[config.mk]
export PLATFORM = sky130hd
export DESIGN_NAME = lcd_cmd_reset
export DESIGN_NICKNAME = d
export VERILOG_FILES = /design/src/hw/lcd_cmd_pkg.sv /design/src/hw/lcd_cmd_reset.sv /design/src/hw/pin_sync.sv /design/src/hw/serial_shifter.sv
export SDC_FILE = /design/constraint.sdc
export NUM_CORES = 1
export LEC_CHECK = 0
export ABC_CLOCK_PERIOD_IN_PS = 4200
export BUFFER_PORTS_ARGS = -buffer_cell sky130_fd_sc_hd__buf_2
export CAP_MARGIN = 10
export CORE_MARGIN = 8
export CORE_UTILIZATION = 35
export DETAILED_ROUTE_END_ITERATION = 7
export GPL_TIMING_DRIVEN = 0
export PLACE_DENSITY = 0.5
export SLEW_MARGIN = 20
export SYNTH_ARGS = -nofsm -noshare
export SYNTH_HDL_FRONTEND = slang
export SYNTH_SLANG_ARGS = --single-unit
[constraint.sdc]
create_clock -name clock -period 4.2 [get_ports clock]
set_input_delay 0.21 -clock clock [delete_from_list [all_inputs] [get_ports clock]]
set_output_delay 0.21 -clock clock [all_outputs]
set_load 0.005 [all_outputs]
[src/hw/lcd_cmd_pkg.sv]
// Shared constants and types of the LCD command and reset block
package lcd_cmd_pkg;
   // Core clock rate and derived reset-busy timing
   localparam int CLOCK_HZ = 20_000_000;
   localparam int RESET_BUSY_NS = 1000;
   localparam int RESET_BUSY_CYCLES =
      (RESET_BUSY_NS * (CLOCK_HZ / 1_000_000) + 999) / 1000;
   localparam int RESET_COUNT_W = 5;
   // Address limits and reset values
   localparam logic [7:0] COL_LAST = 8'h84;
   localparam logic [7:0] COL_RESET = 8'h00;
   localparam logic [3:0] PAGE_RESET = 4'h0;
   localparam logic [3:0] PAGE_INDICATOR = 4'h8;
   localparam logic [5:0] START_LINE_RESET = 6'h00;
   localparam logic [4:0] CONTRAST_RESET = 5'h00;
   localparam logic [2:0] POWER_RESET = 3'h0;
   // Write masks for display data
   localparam logic [7:0] MASK_FULL = 8'hff;
   localparam logic [7:0] MASK_INDICATOR = 8'h01;
   // Command codes, matched on the upper bits of the byte, or on the whole byte for reset and read-modify-write
   localparam logic [6:0] CMD_DISP_ONOFF = 7'h57;
   localparam logic [6:0] CMD_ADC = 7'h50;
   localparam logic [6:0] CMD_REVERSE = 7'h53;
   localparam logic [6:0] CMD_BIAS = 7'h51;
   localparam logic [7:0] CMD_SOFT_RESET = 8'he2;
   localparam logic [7:0] CMD_RMW = 8'he0;
   localparam logic [7:0] CMD_RMW_END = 8'hee;
   localparam logic [3:0] CMD_SCAN = 4'hc;
   localparam logic [4:0] CMD_POWER = 5'h05;
   localparam logic [2:0] CMD_CONTRAST = 3'h4;
   localparam logic [1:0] CMD_START = 2'h1;
   localparam logic [3:0] CMD_PAGE = 4'hb;
   localparam logic [3:0] CMD_COL_HI = 4'h1;
   localparam logic [3:0] CMD_COL_LO = 4'h0;
   // Status byte bit positions and the scan command's direction bit
   localparam int ST_BUSY = 7;
   localparam int ST_ADC = 6;
   localparam int ST_OFF = 5;
   localparam int ST_RESET = 4;
   localparam int SCAN_BIT = 3;
   // Decoded command kinds
   typedef enum logic [3:0] {
      K_NONE, K_DISP, K_START, K_PAGE, K_COL_HI, K_COL_LO, K_RESET,
      K_ADC, K_REVERSE, K_BIAS, K_RMW, K_RMW_END, K_SCAN, K_POWER,
      K_CONTRAST
   } cmd_kind_t;
   // Reset sequencer states, Gray along idle-hold-wait
   typedef enum logic [1:0] {
      RS_IDLE = 2'b00,
      RS_HOLD = 2'b01,
      RS_WAIT = 2'b11
   } rst_state_t;
endpackage

[src/hw/lcd_cmd_reset.sv]
// Command decoder and reset logic of the LCD driver
`timescale 1ns/1ps
module lcd_cmd_reset
   import lcd_cmd_pkg::*;
#(
   parameter logic BIAS_DEFAULT = 1'b0
) (
   input wire logic clock,
   input wire logic rst_n,
   input wire logic hwResetPinN,
   input wire logic cmdDataSelect,
   input wire logic readStrobeN,
   input wire logic writeStrobeN,
   input wire logic enableStyle,
   input wire logic serialSelect,
   input wire logic serialClock,
   input wire logic serialData,
   input wire logic [7:0] dataIn,
   input wire logic [7:0] ramReadData,
   output logic [7:0] dataOut,
   output logic dataOutEn,
   output logic ramWrite,
   output logic [7:0] ramWriteData,
   output logic [7:0] ramWriteMask,
   output logic [7:0] columnAddr,
   output logic [3:0] pageAddr,
   output logic [5:0] startLine,
   output logic displayOn,
   output logic reverseDisplay,
   output logic segReverse,
   output logic rmwMode,
   output logic [2:0] powerCtrl,
   output logic biasHigh,
   output logic indicatorOn,
   output logic comScanReverse,
   output logic [4:0] contrast,
   output logic testMode,
   output logic busy,
   output logic resetActive
);
   // Complete block state
   typedef struct packed {
      rst_state_t rstState;
      logic [RESET_COUNT_W-1:0] rstCount;
      logic displayOn;
      logic reverseDisplay;
      logic segReverse;
      logic rmwMode;
      logic [2:0] powerCtrl;
      logic biasHigh;
      logic indicatorOn;
      logic [5:0] startLine;
      logic [7:0] column;
      logic [7:0] rmwColumn;
      logic [3:0] page;
      logic comScanReverse;
      logic [4:0] contrast;
      logic testMode;
      logic [7:0] dataOut;
      logic dataOutEn;
      logic ramWrite;
      logic [7:0] ramWriteData;
      logic [7:0] ramWriteMask;
      logic prevRd;
      logic prevWr;
   } state_t;
   state_t q;
   state_t d;

   // Synchronised pins
   logic [15:0] pinsRaw;
   logic [15:0] pinsSync;
   logic hwS; // Reset pin, active low
   logic a0S; // Command/data select
   logic rdS; // Read strobe or enable
   logic wrS; // Write strobe or read/write select
   logic sclkS;
   logic sdatS;
   logic styleS;
   logic serS;
   logic [7:0] dataS;
   // Serial shifter outputs
   logic serValid;
   logic [7:0] serByte;
   // Bus cycle events
   logic parWriteEnd;
   logic readActive;
   logic readEnd;
   logic byteEvent;
   logic [7:0] byteVal;
   logic cmdTake;
   logic dataTake;
   logic dataReadTake;
   cmd_kind_t kind;
   logic [7:0] statusByte;

   assign pinsRaw = {hwResetPinN, cmdDataSelect, readStrobeN, writeStrobeN,
                     serialClock, serialData, enableStyle, serialSelect,
                     dataIn};

   pin_sync #(.WIDTH(16)) pinSync (
      .clock(clock),
      .rst_n(rst_n),
      .pinIn(pinsRaw),
      .pinOut(pinsSync)
   );

   assign {hwS, a0S, rdS, wrS, sclkS, sdatS, styleS, serS, dataS} =
      pinsSync;

   // Serial shifter is cleared by the reset pin
   serial_shifter serShift (
      .clock(clock),
      .rst_n(rst_n),
      .clear(!hwS || !serS),
      .serialClock(sclkS),
      .serialData(sdatS),
      .byteValid(serValid),
      .byteData(serByte)
   );

   // Classify bus cycles from select line and strobes
   always_comb begin
      if (styleS) begin
         // Enable style: wrS is read/write select, rdS is enable
         parWriteEnd = q.prevRd && !rdS && !wrS;
         readActive = rdS && wrS;
         readEnd = q.prevRd && !rdS && wrS;
      end else begin
         // Separate style: active-low read and write pulses
         parWriteEnd = !q.prevWr && wrS;
         readActive = !rdS;
         readEnd = !q.prevRd && rdS;
      end
   end

   // Bytes come from the parallel port or the serial shifter
   assign byteEvent = serS ? serValid : (parWriteEnd && !serS);
   assign byteVal = serS ? serByte : dataS;
   assign cmdTake = byteEvent && !a0S && !busy;
   assign dataTake = byteEvent && a0S && !busy;
   assign dataReadTake = readEnd && a0S && !serS && !busy;

   // Status byte assembled from live state
   always_comb begin
      statusByte = 8'h00;
      statusByte[ST_BUSY] = busy;
      statusByte[ST_ADC] = q.segReverse;
      statusByte[ST_OFF] = !q.displayOn;
      statusByte[ST_RESET] = resetActive;
   end

   // Map a command byte to its kind
   function automatic cmd_kind_t decodeCmd(input logic [7:0] b);
      cmd_kind_t k;
      k = K_NONE;
      if (b[7:1] == CMD_DISP_ONOFF) k = K_DISP;
      else if (b[7:1] == CMD_ADC) k = K_ADC;
      else if (b[7:1] == CMD_REVERSE) k = K_REVERSE;
      else if (b[7:1] == CMD_BIAS) k = K_BIAS;
      else if (b == CMD_SOFT_RESET) k = K_RESET;
      else if (b == CMD_RMW) k = K_RMW;
      else if (b == CMD_RMW_END) k = K_RMW_END;
      else if (b[7:4] == CMD_SCAN) k = K_SCAN;
      else if (b[7:3] == CMD_POWER) k = K_POWER;
      else if (b[7:5] == CMD_CONTRAST) k = K_CONTRAST;
      else if (b[7:6] == CMD_START) k = K_START;
      else if (b[7:4] == CMD_PAGE) k = K_PAGE;
      else if (b[7:4] == CMD_COL_HI) k = K_COL_HI;
      else if (b[7:4] == CMD_COL_LO) k = K_COL_LO;
      return k;
   endfunction

   assign kind = decodeCmd(byteVal);

   // Items shared by pin reset and reset command
   function automatic state_t softInit(input state_t s);
      state_t r;
      r = s;
      r.indicatorOn = 1'b0;
      r.startLine = START_LINE_RESET;
      r.column = COL_RESET;
      r.page = PAGE_RESET;
      r.comScanReverse = 1'b0;
      r.contrast = CONTRAST_RESET;
      r.testMode = 1'b0;
      return r;
   endfunction

   // Column auto-increment, stopping at the last address
   function automatic logic [7:0] nextCol(input logic [7:0] c);
      return (c == COL_LAST) ? c : c + 8'h01;
   endfunction

   // Next-state logic of the whole block
   always_comb begin
      d = q;
      d.ramWrite = 1'b0;
      d.prevRd = rdS;
      d.prevWr = wrS;
      // Read path; not touched by the reset pin
      d.dataOutEn = readActive && !serS;
      if (readActive && !serS) begin
         d.dataOut = a0S ? ramReadData : statusByte;
      end
      // Reset sequencer
      unique case (q.rstState)
         RS_IDLE: begin
         end
         RS_HOLD: begin
            d.rstState = RS_WAIT;
            d.rstCount = RESET_COUNT_W'(RESET_BUSY_CYCLES - 1);
         end
         RS_WAIT: begin
            if (q.rstCount == '0) begin
               d.rstState = RS_IDLE;
            end else begin
               d.rstCount = q.rstCount - 1'b1;
            end
         end
         default: begin
            d.rstState = RS_IDLE;
         end
      endcase
      // Commands
      if (cmdTake) begin
         unique case (kind)
            K_DISP: d.displayOn = byteVal[0];
            K_START: d.startLine = byteVal[5:0];
            K_PAGE: d.page = byteVal[3:0];
            K_COL_HI: d.column[7:4] = byteVal[3:0];
            K_COL_LO: d.column[3:0] = byteVal[3:0];
            K_RESET: begin
               d = softInit(d);
               d.rstState = RS_WAIT;
               d.rstCount = RESET_COUNT_W'(RESET_BUSY_CYCLES - 1);
            end
            K_ADC: d.segReverse = byteVal[0];
            K_REVERSE: d.reverseDisplay = byteVal[0];
            K_BIAS: d.biasHigh = byteVal[0];
            K_RMW: begin
               d.rmwMode = 1'b1;
               d.rmwColumn = q.column;
            end
            K_RMW_END: begin
               d.rmwMode = 1'b0;
               d.column = q.rmwColumn;
            end
            K_SCAN: d.comScanReverse = byteVal[SCAN_BIT];
            K_POWER: d.powerCtrl = byteVal[2:0];
            K_CONTRAST: d.contrast = byteVal[4:0];
            K_NONE: begin
            end
         endcase
      end
      // Display data write, masked on the indicator page
      if (dataTake) begin
         d.ramWrite = 1'b1;
         d.ramWriteData = byteVal;
         d.ramWriteMask = (q.page == PAGE_INDICATOR) ? MASK_INDICATOR
                                                     : MASK_FULL;
         d.column = nextCol(q.column);
      end
      // Display data read advances column unless in read-modify-write
      if (dataReadTake && !q.rmwMode) begin
         d.column = nextCol(q.column);
      end
      // Reset pin held low forces the full initial state
      if (!hwS) begin
         d = softInit(d);
         d.displayOn = 1'b0;
         d.reverseDisplay = 1'b0;
         d.segReverse = 1'b0;
         d.rmwMode = 1'b0;
         d.powerCtrl = POWER_RESET;
         d.biasHigh = BIAS_DEFAULT;
         d.ramWrite = 1'b0;
         d.rstState = RS_HOLD;
      end
   end

   // State register; power-up clears every field, leaving the sequencer idle and biasHigh at 0 whatever BIAS_DEFAULT is
   always_ff @(posedge clock or negedge rst_n) begin
      if (!rst_n) begin
         q <= '0;
      end else begin
         q <= d;
      end
   end

   // Outputs straight from state
   assign busy = q.rstState != RS_IDLE;
   assign resetActive = q.rstState != RS_IDLE;
   assign dataOut = q.dataOut;
   assign dataOutEn = q.dataOutEn;
   assign ramWrite = q.ramWrite;
   assign ramWriteData = q.ramWriteData;
   assign ramWriteMask = q.ramWriteMask;
   assign columnAddr = q.column;
   assign pageAddr = q.page;
   assign startLine = q.startLine;
   assign displayOn = q.displayOn;
   assign reverseDisplay = q.reverseDisplay;
   assign segReverse = q.segReverse;
   assign rmwMode = q.rmwMode;
   assign powerCtrl = q.powerCtrl;
   assign biasHigh = q.biasHigh;
   assign indicatorOn = q.indicatorOn;
   assign comScanReverse = q.comScanReverse;
   assign contrast = q.contrast;
   assign testMode = q.testMode;
endmodule

[src/hw/pin_sync.sv]
// Two-flop synchroniser for a group of asynchronous pins
`timescale 1ns/1ps
module pin_sync #(
   parameter int WIDTH = 16
) (
   input wire logic clock,
   input wire logic rst_n,
   input wire logic [WIDTH-1:0] pinIn,
   output logic [WIDTH-1:0] pinOut
);
   // Both stages held in one state record
   typedef struct packed {
      logic [WIDTH-1:0] stage1;
      logic [WIDTH-1:0] stage2;
   } sync_t;
   sync_t q;
   sync_t d;

   // First stage feeds only the second stage
   always_comb begin
      d.stage1 = pinIn;
      d.stage2 = q.stage1;
   end

   // Register the stages
   always_ff @(posedge clock or negedge rst_n) begin
      if (!rst_n) begin
         q <= '0;
      end else begin
         q <= d;
      end
   end

   assign pinOut = q.stage2;
endmodule

[src/hw/serial_shifter.sv]
// Serial byte assembler, MSB first, on synchronised serial clock
`timescale 1ns/1ps
module serial_shifter
   import lcd_cmd_pkg::*;
(
   input wire logic clock,
   input wire logic rst_n,
   input wire logic clear,
   input wire logic serialClock,
   input wire logic serialData,
   output logic byteValid,
   output logic [7:0] byteData
);
   // Shift state
   typedef struct packed {
      logic prevClk;
      logic [2:0] count;
      logic [7:0] shift;
      logic valid;
      logic [7:0] data;
   } shift_t;
   shift_t q;
   shift_t d;

   // Shift on the rising serial edge, emit a byte after eight bits
   always_comb begin
      d = q;
      d.valid = 1'b0;
      d.prevClk = serialClock;
      if (clear) begin
         d.count = 3'h0;
         d.shift = 8'h00;
      end else if (serialClock && !q.prevClk) begin
         d.shift = {q.shift[6:0], serialData};
         d.count = q.count + 3'h1;
         if (q.count == 3'h7) begin
            d.data = {q.shift[6:0], serialData};
            d.valid = 1'b1;
         end
      end
   end

   // Register the shifter
   always_ff @(posedge clock or negedge rst_n) begin
      if (!rst_n) begin
         q <= '0;
      end else begin
         q <= d;
      end
   end

   assign byteValid = q.valid;
   assign byteData = q.data;
endmodule
==> out/qor.tcl <==
set qor(synth_cell_types) 79
set qor(net-switching-power_mw) 0.684
set qor(crit_path_class) {reg2reg}
set qor(postSynthAreaPerCell_sq_um) 11.2
set qor(route.met3.wl_um) 525
set qor(antenna_cells) 0
set qor(r2r_setup_slack_ns) 1.37
set qor(gr-usage-all-layers) 0.141
set qor(cp.required_ns) 4.48
set qor(critPathCaptureType) {register}
set qor(max_frequency_ghz) 0.353
set qor(number_of_antenna_violations_at_the_first_check_in_global_routing) 0
set qor(synth.yosys.seq_area_share) 0.517
set qor(timing.critical_path.fanout_max) 10
set qor(synth-edff-count) 0
set qor(rows) 47
set qor(period_share) 0.674
set qor(layout_overhead_on_the_synthesized_area_pct) 26.4
set qor(first_global_vias) 4467
set qor(rsz0062_at_grt) {false}
set qor(hpwl_um) 10300
set qor(cts_root_buffer) {clkbuf_16}
set qor(placement.io_buffers) 85
set qor(period_minus_slack_ns) 2.83
set qor(placed_cell_area_sq_um) 6600
set qor(post_drt_via_cell_ratio) 4.82
set qor(clock_tree_from_tritoncts) {yes}
set qor(drive_above_1_share) 0.349
set qor(mappedNetlistArea_sq_um) 5860
set qor(dieWidth_um) 145
set qor(power_switching_share) 0.228
set qor(final_cell_count_no_fill) 881
set qor(slew_viol_final) 0
set qor(synth_warnings) 0
set qor(non_filler_cell_area_final_sq_um) 7400
set qor(clock-skew-final_ns) 0.00927
set qor(post_synthesis_sequential_element_count) 121
set qor(outcome) {completed}
set qor(htreeDepth) 4
set qor(latest_clock_arrival_within_the_worst_skew_pair_ns) 0.41
set qor(seq_power_share) 0.410
set qor(vdd_ir_drop_max_mv) 0.349
set qor(core-area_sq_um) 16500
set qor(postCtsResizedCells) 0
set qor(setup_violations) 0
set qor(power_per_cell_area_nw_per_um2) 405
set qor(critPathLaunchType) {register}
set qor(worstPathArrival_ns) 3.11
set qor(drt-total-wl_um) 14300
set qor(static-leakage-power_nw) 3.61
set qor(hold_viol) 0
set qor(count_of_clock_tree_sinks) 121
set qor(detailedRoute.firstIterationViolations) 206
set qor(ys.flop_type) {dfrtp_1}
set qor(globalRoute.totalOverflow) 0
set qor(drc) 0
set qor(top_layer_reached_by_signal_wires) {met4}
set qor(antenna_violating_nets_post_route) 0
set qor(detail_route.first_pass.iterations) 5
set qor(combPwrFrac) 0.070
set qor(setup-tns-final_ns) 0
set qor(buffers_from_clock_root_to_sink_at_most) 2
set qor(netlist_instances) 525
set qor(placed_cells) 832
set qor(route.met2.wl_um) 7100
set qor(final_nets) 679
set qor(die-area_sq_um) 21100
set qor(boundaryPins) 88
set qor(detail_route.wirelength.met1_um) 6590
set qor(pwr-share-clk) 0.520
set qor(clkSlewWorstSetupHoldPaths_ns) 0.06
set qor(grt_max_degree) 66
set qor(initial_core_utilization) 0.356
set qor(finalCoreUtilization) 0.450
set qor(timing.max_slew.rel_slack) 0.430
set qor(ys_async_sr_fraction) 1.00
set qor(number_of_buffers_created_by_cts) 17
set qor(grt_pass1_wl_um) 23900
set qor(fp.dieH_um) 145
set qor(maxCapViolCount) 0
set qor(routedWlPerCell_um) 16.3
set qor(tightestPinTransition_ns) 0.847
set qor(gp_routability_congestion) 0.819
set qor(route.vias.total) 4246
set qor(post-cts-setup-buffer-count) 0
set qor(power.internal_mw) 2.31
set qor(class_of_the_tightest_hold_or_removal_check) {in2reg}
## metrics by stage
step | hold slack, ns | total power, mW | setup slack [ns]
3_5_place_dp | 0.221 | 1.45 | 1.34
3_3_place_gp | 0.318 | 1.44 | 1.31
2_1_floorplan | -0.0856 | 1.36 | 1.93
4_1_cts | 0.0324 | 3.04 | 1.32
5_1_grt | 0.0603 | 3.11 | 1.21
6_report | 0.0532 | 3.00 | 1.37
## metal layers
layer  vias up  track usage
met3         6       0.0389
met4         0       0.0453
met5         -            0
met2        79        0.239
li1       2083            -
met1      2078        0.171
## critical path, stage by stage, from the launching register on
cell,delay (ns)
dfrtp_1,0.34
buf_6,0.16
mux2i_1,0.66
or3_4,0.29
nand2_1,0.07
a2111o_1,0.48
or4b_1,0.53
nand3_1,0.11
o21ai_1,0.07
## kinds of logic (layout without fill, tap and decap cells)
logic type / count (synthesis) / after routing / synth area share
other: 1 / 2 / 0.000640
flip-flops: 121 / 121 / 0.517
AO/OA/AOI/OAI: 112 / 112 / 0.138
AND/OR/NAND/NOR: 159 / 159 / 0.155
XOR/XNOR: 3 / 3 / 0.00449
multiplexers: 41 / 41 / 0.0818
adder cells (fa/ha/maj): 5 / 5 / 0.0107
buffers and inverters: 83 / 218 / 0.0933
## worst paths after layout
kind                                              from                     endpoint  cells after the start
min                                     ramReadData[1]       dataOut[1]$_DFFE_PN0P_                      3
max                        pinSync.pinOut[8]$_DFF_PN0_        displayOn$_DFFE_PN0P_                      8
min reg2reg                     pinSync.d[3]$_DFF_PN0_  pinSync.pinOut[3]$_DFF_PN0_                      0
max in group asynchronous                        rst_n  ramWriteData[4]$_DFFE_PN0P_                      3
min in group asynchronous                        rst_n       dataOut[1]$_DFFE_PN0P_                      2
max reg2reg                pinSync.pinOut[8]$_DFF_PN0_        displayOn$_DFFE_PN0P_                      8
## final cells by class
cell class,instances,area [sq um]
fill,1574,9060
sequential,121,3030
multi-input combinational,322,2290
timing repair buffer,103,629
buffer,72,505
clock buffer,19,443
tap,220,275
clock inverter,13,194
inverter,11,41.3
## power groups by stage
stage	registers, mW	clock network [mW]	logic, mW
after floorplan	1.24	0	0.119
after detailed placement	1.25	0	0.202
after CTS	1.23	1.60	0.214
after global routing	1.23	1.64	0.235
final	1.23	1.56	0.210
after global placement	1.25	0	0.195
## cell usage after synthesis (3+ instances only)
cell / instances / area, sq um
nand3_1: 12 / 60.1
dfrtp_1: 121 / 3030
ha_1: 5 / 62.6
nor3_1: 12 / 60.1
buf_4: 55 / 413
o21ai_0: 14 / 70.1
a21oi_1: 26 / 130
nor2b_1: 9 / 56.3
mux2i_1: 11 / 110
o21a_1: 4 / 30.0
nand2b_1: 4 / 25.0
a21o_1: 3 / 22.5
a21boi_0: 3 / 22.5
nand3b_1: 3 / 22.5
buf_2: 5 / 25.0
a21boi_1: 5 / 37.5
a22o_1: 9 / 78.8
o21ai_1: 8 / 40.0
nor4b_1: 5 / 43.8
clkbuf_1: 9 / 33.8
a211oi_1: 5 / 37.5
buf_6: 3 / 33.8
nor2_1: 34 / 128
or3_1: 7 / 43.8
o31ai_1: 3 / 22.5
o22ai_1: 3 / 18.8
nand2_1: 43 / 161
a31oi_1: 4 / 25.0
mux2_2: 25 / 282
inv_1: 11 / 41.3
## layout by cell type, fill, tap and decap left out, types with 6 or more instances in the layout
| cell | count |
|---|---|
| dfrtp_1 | 121 |
| buf_2 | 89 |
| buf_4 | 55 |
| nand2_1 | 43 |
| nor2_1 | 34 |
| a21oi_1 | 26 |
| mux2_2 | 25 |
| clkbuf_16 | 17 |
| dlygate4sd3_1 | 17 |
| o21ai_0 | 14 |
| nand3_1 | 12 |
| nor3_1 | 12 |
| inv_1 | 11 |
| mux2i_1 | 11 |
| clkbuf_1 | 10 |
| nor2b_1 | 9 |
| a22o_1 | 9 |
| o21ai_1 | 8 |
| or3_1 | 7 |
| clkinv_4 | 6 |
## state kept, by name (all words and copies together), names as in the netlist, 3 cells and up
| register | flops |
|---|---|
| columnAddr | 8 |
| serShift.q | 11 |
| pageAddr | 4 |
| powerCtrl | 3 |
| pinSync.d | 16 |
| ramWriteData | 8 |
| pinSync.pinOut | 16 |
| q | 17 |
| dataOut | 8 |
| serShift.byteData | 8 |
| contrast | 5 |
| startLine | 6 |
## what timing repair did
action | 4_1_cts | 5_1_grt
endpoints found under the hold margin | 72 | 0
hold buffers | 17 | 0
endpoints found under the setup margin | 0 | 0
Power figures use the tool's default switching activity.
